===== src/gpio_port_params.svh =====
`ifndef GPIO_PORT_PARAMS_SVH
`define GPIO_PORT_PARAMS_SVH

// ----------------------------------------------------------------------
// register map, byte addresses on a 32-bit avalon word bus
// ----------------------------------------------------------------------
`define PORT_A_DATA_OFS      5'h00
`define PORT_A_DIRECTION_OFS 5'h04
`define PORT_A_PULLUP_OFS    5'h08
`define PORT_A_SLEW_OFS      5'h0C
`define PORT_A_DRIVE_OFS     5'h10
`define PORT_ADDR_W          5
`define PORT_REG_RESET       8'h00
`define PORT_UNMAPPED_DATA   32'h0000_0000
`define PORT_RESP_OKAY       2'h0
`define PORT_RESP_SLVERR     2'h2

`endif


===== src/gpio_port_pkg.sv =====
package gpio_port_pkg;
  // register selector decoded from the avalon address
  typedef enum logic [2:0] {
    SEL_DATA  = 3'b000,
    SEL_DIR   = 3'b001,
    SEL_PULL  = 3'b010,
    SEL_SLEW  = 3'b011,
    SEL_DRIVE = 3'b100,
    SEL_NONE  = 3'b111
  } reg_sel_t;

  // bus answer sequencing
  typedef enum logic [0:0] {
    BUS_IDLE = 1'b0,
    BUS_DONE = 1'b1
  } bus_state_t;
endpackage : gpio_port_pkg


===== src/gpio_port.sv =====
// Design decisions made here: the register offsets and the Avalon-MM interface to the registers.
`timescale 1ns/10ps
`include "gpio_port_params.svh"
// Function
// - input pin: data read returns pin level
// - output pin: data read returns stored bit
// - data write stores all bits; outputs drive
// - reset clears data, pins float unless claimed by the peripheral, pullups off
// - direction zero: driver off, read pin
// - direction one: driver on, read stored
// - pullup bit turns pullup on or off
// - output pins never have pullup enabled
// - slew bit limits slew, outputs only
// - drive bit selects low or high drive
// - direction bit picks read source under override
module gpio_port
  import gpio_port_pkg::*;
#(
  parameter int WIDTH = 8
) (
  input  wire logic                    clk_in,
  input  wire logic                    rstn_in,
  // avalon-mm slave
  input  wire logic [`PORT_ADDR_W-1:0] avs_address_in,
  input  wire logic                    avs_read_in,
  input  wire logic                    avs_write_in,
  input  wire logic [31:0]             avs_writedata_in,
  input  wire logic [3:0]              avs_byteenable_in,
  output logic      [31:0]             avs_readdata_out,
  output logic                         avs_waitrequest_out,
  output logic      [1:0]              avs_response_out,
  // peripheral override of direction and output data
  input  wire logic [WIDTH-1:0]        periph_own_in,
  input  wire logic [WIDTH-1:0]        periph_oe_in,
  input  wire logic [WIDTH-1:0]        periph_data_in,
  // pins
  input  wire logic [WIDTH-1:0]        pin_in,
  output logic      [WIDTH-1:0]        pin_out,
  output logic      [WIDTH-1:0]        pin_oe_out,
  output logic      [WIDTH-1:0]        pullup_en_out,
  output logic      [WIDTH-1:0]        slew_en_out,
  output logic      [WIDTH-1:0]        high_drive_out
);

  // ----------------------------------------------------------------------
  // register address decode
  // ----------------------------------------------------------------------
  function automatic reg_sel_t decode_sel(input logic [`PORT_ADDR_W-1:0] addr);
    unique case (addr)
      `PORT_ADDR_W'(`PORT_A_DATA_OFS):      decode_sel = SEL_DATA;
      `PORT_ADDR_W'(`PORT_A_DIRECTION_OFS): decode_sel = SEL_DIR;
      `PORT_ADDR_W'(`PORT_A_PULLUP_OFS):    decode_sel = SEL_PULL;
      `PORT_ADDR_W'(`PORT_A_SLEW_OFS):      decode_sel = SEL_SLEW;
      `PORT_A_DRIVE_OFS:                    decode_sel = SEL_DRIVE;
      default:                              decode_sel = SEL_NONE;
    endcase
  endfunction : decode_sel

  // ----------------------------------------------------------------------
  // pin input synchroniser
  // ----------------------------------------------------------------------
  logic [WIDTH-1:0] pin_sync;

  pin_sync #(
    .WIDTH (WIDTH)
  ) pin_sync_inst (
    .clk_in   (clk_in),
    .rstn_in  (rstn_in),
    .async_in (pin_in),
    .sync_out (pin_sync)
  );

  // ----------------------------------------------------------------------
  // registers and bus slave
  // ----------------------------------------------------------------------
  logic [WIDTH-1:0] data_reg;
  logic [WIDTH-1:0] data_next;
  logic [WIDTH-1:0] dir_reg;
  logic [WIDTH-1:0] dir_next;
  logic [WIDTH-1:0] pull_reg;
  logic [WIDTH-1:0] pull_next;
  logic [WIDTH-1:0] slew_reg;
  logic [WIDTH-1:0] slew_next;
  logic [WIDTH-1:0] drive_reg;
  logic [WIDTH-1:0] drive_next;
  logic [31:0]      rdata_reg;
  logic [31:0]      rdata_next;
  logic [1:0]       resp_reg;
  logic [1:0]       resp_next;
  bus_state_t       bus_reg;
  bus_state_t       bus_next;
  reg_sel_t         sel;
  logic             lane0_we;
  logic [WIDTH-1:0] wbyte;
  logic [WIDTH-1:0] data_view;

  assign sel      = decode_sel(avs_address_in);
  assign lane0_we = avs_write_in && avs_byteenable_in[0] && (bus_reg == BUS_IDLE);
  assign wbyte    = avs_writedata_in[WIDTH-1:0];

  // read source chosen by the direction bit alone, even under override
  assign data_view = (dir_reg & data_reg) | (~dir_reg & pin_sync);

  // next-state: one access is answered in the cycle after it is seen;
  // a one-cycle wait keeps read data registered at no decode cost
  always_comb begin
    data_next  = data_reg;
    dir_next   = dir_reg;
    pull_next  = pull_reg;
    slew_next  = slew_reg;
    drive_next = drive_reg;
    rdata_next = rdata_reg;
    resp_next  = resp_reg;
    bus_next   = BUS_IDLE;
    if (bus_reg == BUS_IDLE && (avs_read_in || avs_write_in)) begin
      bus_next  = BUS_DONE;
      resp_next = (sel == SEL_NONE) ? `PORT_RESP_SLVERR : `PORT_RESP_OKAY;
      if (lane0_we) begin
        unique case (sel)
          SEL_DATA:  data_next  = wbyte;
          SEL_DIR:   dir_next   = wbyte;
          SEL_PULL:  pull_next  = wbyte;
          SEL_SLEW:  slew_next  = wbyte;
          SEL_DRIVE: drive_next = wbyte;
          default:   ;
        endcase
      end
      if (avs_read_in) begin
        unique case (sel)
          SEL_DATA:  rdata_next = 32'(data_view);
          SEL_DIR:   rdata_next = 32'(dir_reg);
          SEL_PULL:  rdata_next = 32'(pull_reg);
          SEL_SLEW:  rdata_next = 32'(slew_reg);
          SEL_DRIVE: rdata_next = 32'(drive_reg);
          default:   rdata_next = `PORT_UNMAPPED_DATA;
        endcase
      end
    end
  end

  // all port state clears on reset, pins not claimed by the peripheral come up as floating inputs
  always_ff @(posedge clk_in or negedge rstn_in) begin
    if (!rstn_in) begin
      data_reg  <= `PORT_REG_RESET;
      dir_reg   <= `PORT_REG_RESET;
      pull_reg  <= `PORT_REG_RESET;
      slew_reg  <= `PORT_REG_RESET;
      drive_reg <= `PORT_REG_RESET;
      rdata_reg <= `PORT_UNMAPPED_DATA;
      resp_reg  <= `PORT_RESP_OKAY;
      bus_reg   <= BUS_IDLE;
    end else begin
      data_reg  <= data_next;
      dir_reg   <= dir_next;
      pull_reg  <= pull_next;
      slew_reg  <= slew_next;
      drive_reg <= drive_next;
      rdata_reg <= rdata_next;
      resp_reg  <= resp_next;
      bus_reg   <= bus_next;
    end
  end

  // waitrequest drops only in the answer cycle
  assign avs_waitrequest_out = (bus_reg == BUS_IDLE);
  assign avs_readdata_out    = rdata_reg;
  assign avs_response_out    = resp_reg;

  // ----------------------------------------------------------------------
  // pin control
  // ----------------------------------------------------------------------
  logic [WIDTH-1:0] oe_eff;
  logic [WIDTH-1:0] pad_data;

  // per pin: peripheral owns direction and data where it claims the pin
  genvar gi;
  generate
    for (gi = 0; gi < WIDTH; gi++) begin : g_pin
      assign oe_eff[gi]   = periph_own_in[gi] ? periph_oe_in[gi] : dir_reg[gi];
      assign pad_data[gi] = periph_own_in[gi] ? periph_data_in[gi] : data_reg[gi];
    end
  endgenerate

  // pullup is cut whenever the pin drives, whoever owns it
  assign pin_out        = pad_data;
  assign pin_oe_out     = oe_eff;
  assign pullup_en_out  = pull_reg & ~oe_eff;
  assign slew_en_out    = slew_reg & oe_eff;
  assign high_drive_out = drive_reg;
endmodule : gpio_port


===== src/pin_sync.sv =====
`timescale 1ns/10ps
// two-stage synchroniser, one per pin
module pin_sync #(
  parameter int WIDTH = 8
) (
  input  wire logic             clk_in,
  input  wire logic             rstn_in,
  input  wire logic [WIDTH-1:0] async_in,
  output logic      [WIDTH-1:0] sync_out
);
  logic [WIDTH-1:0] meta_reg;
  logic [WIDTH-1:0] meta_next;
  logic [WIDTH-1:0] sync_reg;
  logic [WIDTH-1:0] sync_next;

  // first stage is read only by the second
  always_comb begin
    meta_next = async_in;
    sync_next = meta_reg;
  end

  always_ff @(posedge clk_in or negedge rstn_in) begin
    if (!rstn_in) begin
      meta_reg <= '0;
      sync_reg <= '0;
    end else begin
      meta_reg <= meta_next;
      sync_reg <= sync_next;
    end
  end

  assign sync_out = sync_reg;
endmodule : pin_sync


===== config.mk =====
export PLATFORM = sky130hd
export DESIGN_NAME = gpio_port
export DESIGN_NICKNAME = d
export VERILOG_FILES = /design/src/gpio_port_pkg.sv /design/src/gpio_port.sv /design/src/pin_sync.sv
export VERILOG_INCLUDE_DIRS = /design/src /design/src/src
export SDC_FILE = /design/constraint.sdc
export NUM_CORES = 1
export LEC_CHECK = 0
export ABC_AREA = 0
export BUFFER_PORTS_ARGS = -buffer_cell sky130_fd_sc_hd__buf_2
export CAP_MARGIN = 20
export CORE_ASPECT_RATIO = 0.8
export CORE_UTILIZATION = 47
export CTS_BUF_LIST = sky130_fd_sc_hd__clkbuf_16
export DETAILED_ROUTE_END_ITERATION = 10
export PLACE_DENSITY_LB_ADDON = 0.05
export SLEW_MARGIN = 20
export SYNTH_ARGS = -nofsm -noshare
export SYNTH_HDL_FRONTEND = slang
export SYNTH_HIERARCHICAL = 1
export SYNTH_SLANG_ARGS = --single-unit

===== constraint.sdc =====
create_clock -name clk_in -period 1.9 [get_ports clk_in]
set_input_delay 0.285 -clock clk_in [delete_from_list [all_inputs] [get_ports clk_in]]
set_output_delay 0.285 -clock clk_in [all_outputs]
set_load 0.03 [all_outputs]

# Word-level counts from Yosys, hierarchy flattened
# Index checks and enable logic that the tools add are counted.
[word_totals]
reg_bits = 91
input_bits = 77
output_inout_bits = 75
[op_classes]
n_eq_ne = 9
n_mux = 20
n_bitwise = 8
n_reduce_logical = 12
[ops]
columns = ["operator", "n"]
rows = [
  ["$pmux 8 s5", 1],
  ["$and 8x8->8", 4],
  ["$mux 1", 17],
  ["$not 8->8", 2],
  ["$pmux 3 s5", 1],
  ["$reduce_and 3->1", 5],
  ["$eq 5x4->1 const B", 2],
  ["$or 8x8->8", 1],
  ["$eq 3x2->1 const B", 2],
  ["$eq 3x3->1 const B", 2],
  ["$eq 5x3->1 const B", 1],
  ["$eq 5x5->1 const B", 1],
  ["$logic_not 5->1", 1],
  ["$eq 3x1->1 const B", 1],
  ["$logic_and 1x1->1", 3],
  ["$logic_not 3->1", 1],
  ["$mux 2", 1],
  ["$reduce_and 2->1", 1],
  ["$logic_or 1x1->1", 1],
  ["$not 1->1", 1],
]

# Depth between registers and ports, before layout
[logic_depth]
ltp_word = 4
depth_mapped = 6

# By module
# Netlist, hierarchy kept.
[by_module_without_submodules]
columns = ["module", "instances", "cells_each", "area_per_inst_um2", "seq_area_each_um2"]
rows = [
  ["gpio_port", 1, 267, 2827.7, 1251.2],
  ["pin_sync", 1, 16, 400.4, 400.4],
]

# Least setup slack after synthesis
# No wires, ideal clock.
[synth_path]
kind = "reg2reg"
from = "reg bus_reg"
to = "reg data_reg[0]"
arrival_time_ns = 1.349
required_ns = 1.775
slack_ns = 0.426
path_stages_with_launch = 5
cell_sequence = "dfrtp_1 -> and4bb_2 -> nand2_1 -> nor2_4 -> mux2_2"
[synth_between]
elab_chain_len = 3
elab_cells_between_ends = 4
cone_classes = "bitwise: 1; reduce/logical: 3"
[synth_lines]
columns = ["element", "line_no", "rtl"]
rows = [
  ["start: declaration", "gpio_port.sv:90", "bus_state_t bus_reg;"],
  ["start signal: assignment", "gpio_port.sv:160", "bus_reg <= bus_next;"],
  ["$not 1->1 *", "gpio_port.sv:98, gpio_port.sv:115", ""],
  ["$logic_and 1x1->1, on equally long branches", "gpio_port.sv:98, gpio_port.sv:115", ""],
  ["$reduce_and 3->1 (no line) *", "n/a", ""],
  ["end signal: assignment", "gpio_port.sv:144", "data_reg <= `PORT_REG_RESET;"],
  ["end signal: assignment", "gpio_port.sv:153", "data_reg <= data_next;"],
  ["end: declaration", "gpio_port.sv:76", "logic [WIDTH-1:0] data_reg;"],
]
# Mark *: on every way between the ends. The rest lies on a longest branch, timed or not.
# A chain may end at the register's enable or synchronous reset.

# Worst setup path in the final report
[layout_path]
from = "reg bus_reg"
to = "reg data_reg[1]"
# Same word-level chain as after synthesis.

==> qor.csv <==
stage,metric,value,unit
critical_path,"Req. time, crit path",2.11,ns
job,total of max-cap violations,0,
die,Die ar.,7210,um^2
pwr,Internal Power,2770,uW
drt,DR vias/cell,5.05,
die,core area,6510,um^2
pwr,Logic pwr share,17.3,%
synthesis,sequential area share after synthesis,51.2,%
synthesis,dominant cells by area after synthesis,"dfrtp_1 (51%), mux2_2 (17%), buf_4 (6.0%)",
sta,fmax,586,MHz
pwr,Net Sw Power,1110,uW
synthesis,unique cell type count in the Yosys netlist,29,
clock_network,H-tree Lvls,3,
cells_and_area,area of the multi-input gates,1410,um^2
clock_network,cts repair resizes,0,
clock_network,Post-CTS Setup Bufs,0,
synthesis,Post-Syn Instances,283,
grt,GRT Total Usage,21.1,%
place,DP Wirelength,5000,um
synthesis,Mapped Area,3230,um^2
die,Die X,94.7,um
sta,RSZ-0062 raised after global routing,no,
sta,final critical-path required period,1.71,ns
cells_and_area,layout cells sized above 1,45.7,%
place,post-placement setup slack,0.184,ns
critical_path,kind of end point of the critical path,flop,
die,die height,76.1,um
drt,antenna-violating nets left,0,
pwr,Clk pwr share,41.4,%
clock_network,CTS tree,done,
cells_and_area,most frequent cells in the layout,"buf_2 (99), dfrtp_1 (66), mux2_2 (48)",
pwr,maximum vdd drop,0.604,mV
sta,setup tns final,0,ns
cells_and_area,final-layout fill cell count,552,
die,IO Count,152,
synthesis,number of synthesis warnings,6,
critical_path,startpoint class of the critical path,flop,
drt,DRT iter0 DRCs,105,
clock_network,clk root buf,clkbuf_16,
clock_network,Num CTS Buffers,9,
cells_and_area,register area,1650,um^2
synthesis,synthesized flop and latch total,66,
sta,Hold WS,0.0618,ns
place,Final GP Congestion,0.796,
hold_path,hold depth,1,
hold_path,hold crit path type,in -> reg,
drt,WL/cell,14.8,um
pwr,sw frac,28.6,%
drt,final WL,7150,um
cells_and_area,NumNets Final,470,
sta,clk_skew,0.00399,ns
die,Rows,26,
sta,Setup WS post-layout,0.194,ns
drt,vias,2435,
pwr,pwr/cell area,951,nW/um^2
drt,met2 routed WL,3420,um
drt,M1 WL,3160,um
sta,final cycle utilization of the critical path,89.8,%
grt,vias in the first global route,2174,
die,Initial Util,49.6,%
clock_network,clock sink total,66,
critical_path,Reg2Reg Depth,4,
critical_path,Critical Path AT,1.91,ns
clock_network,Hold Buf Count CTS,1,
grt,global-route wire length before repair,11300,um
critical_path,crit path kind,reg -> reg,
pwr,sequential share of power,41.3,%
grt,aggregate global routing overflow,0,
grt,antenna violations before repair,0,
grt,pin count of the biggest net entering global routing,67,
drt,met3 routed WL,474,um
drt,# DRC,0,
critical_path,CP max FO,8,
place,input/output buffers,99,
clock_network,Worst-path clk slew,0.06,ns
cells_and_area,"Core Util, Final",62.7,%
outcome,outcome,"complete, no violations",
cells_and_area,Antenna diodes,0,
drt,top layer in use,met4,
synthesis,top cell type's share of synthesized area,51.2,%
cells_and_area,"most common cell after layout, fill and taps aside",buf_2,
drt,DR pass1 iterations,4,
synthesis,Yosys top cell by area,dfrtp_1,
sta,fin. max-slew vios,0,
cells_and_area,Area Growth Syn to Fin,26.4,%
clock_network,worst-skew pair later-pin latency,0.32,ns
synthesis,Synth Area per Inst,11.4,um^2
clock_network,clk buf depth,2,
sta,final hold violation count,0,
pwr,Pleak,0.00216,uW
sta,count of final setup violators,0,
-- cells by family (layout without fill, tap and decap cells) --
kind of cell           count (synthesis)  count (layout)  synth area share (%)
AND/OR/NAND/NOR                       77              77                  13.6
flip-flops                            66              66                  51.2
multiplexers                          58              58                  19.8
buffers and inverters                 41             132                  7.87
AO/OA/AOI/OAI                         40              40                  7.40
other                                  1              25                 0.116
-- worst max-delay path, stage by stage, from the launching register on --
cell      delay (ns)
dfrtp_1         0.42
and4bb_2        0.38
nand2_1         0.10
nor2_4          0.30
mux2_2          0.39
-- Yosys cell counts --
library cell,number
mux2i_1,10
nand3_1,2
nor2b_1,8
nand2_1,24
and3_1,1
a211oi_1,2
nand4_4,1
nand4_2,1
dfrtp_1,66
nor3_4,1
inv_1,9
clkbuf_1,4
mux2_2,48
a211o_1,2
a21oi_1,12
and4bb_2,1
o21a_1,2
and2_1,9
nor2_4,1
o21ai_0,13
conb_1,1
and3b_2,1
a31oi_1,1
buf_2,2
nand4b_2,1
buf_4,26
or3b_2,6
nor2_1,20
o211ai_1,8
-- worst paths after layout --
check | from | slack (ns) | to
max | bus_reg$_DFF_PN0_ | 0.19 | data_reg[1]$_DFFE_PN0P_
min | pin_in[5] | 0.06 | pin_sync_inst/meta_reg[5]$_DFF_PN0_
max reg2reg | bus_reg$_DFF_PN0_ | 0.19 | data_reg[1]$_DFFE_PN0P_
min reg2reg | pin_sync_inst/meta_reg[1]$_DFF_PN0_ | 0.34 | pin_sync_inst/sync_out[1]$_DFF_PN0_
max in group asynchronous | rstn_in | 1.11 | pin_sync_inst/meta_reg[3]$_DFF_PN0_
min in group asynchronous | rstn_in | 0.49 | pin_sync_inst/meta_reg[2]$_DFF_PN0_
-- power by group through the flow --
| stage | clock network [uW] | logic, uW | registers, uW |
|---|---|---|---|
| finish | 1610 | 673 | 1600 |
| CTS | 1630 | 679 | 1600 |
| global route | 1710 | 728 | 1620 |
| floorplan | 0 | 451 | 1650 |
| detailed placement | 0 | 675 | 1630 |
| global placement | 0 | 666 | 1620 |
-- metrics by stage --
step	instances	instance area, um^2	total power, uW
final	482	4080	3880
after global routing	482	4080	4050
after CTS	482	4080	3910
after detailed placement	465	3780	2300
after global placement	465	3780	2290
after floorplan	307	3320	2100
-- metal layers --
layer | global-route usage, % | up-vias
li1 | - | 1153
met1 | 29.6 | 1180
met2 | 31.2 | 93
met3 | 4.89 | 9
met4 | 8.79 | 0
met5 | 0 | -
-- layout make-up --
class / count / area share (%)
timing repair buffer: 107 / 14.3
clock inverter: 7 / 1.72
inverter: 9 / 0.828
tap: 84 / 2.58
sequential: 66 / 40.5
clock buffer: 9 / 5.52
multi-input combinational: 200 / 34.6
Note: power is estimated with default switching activity, not from simulation.
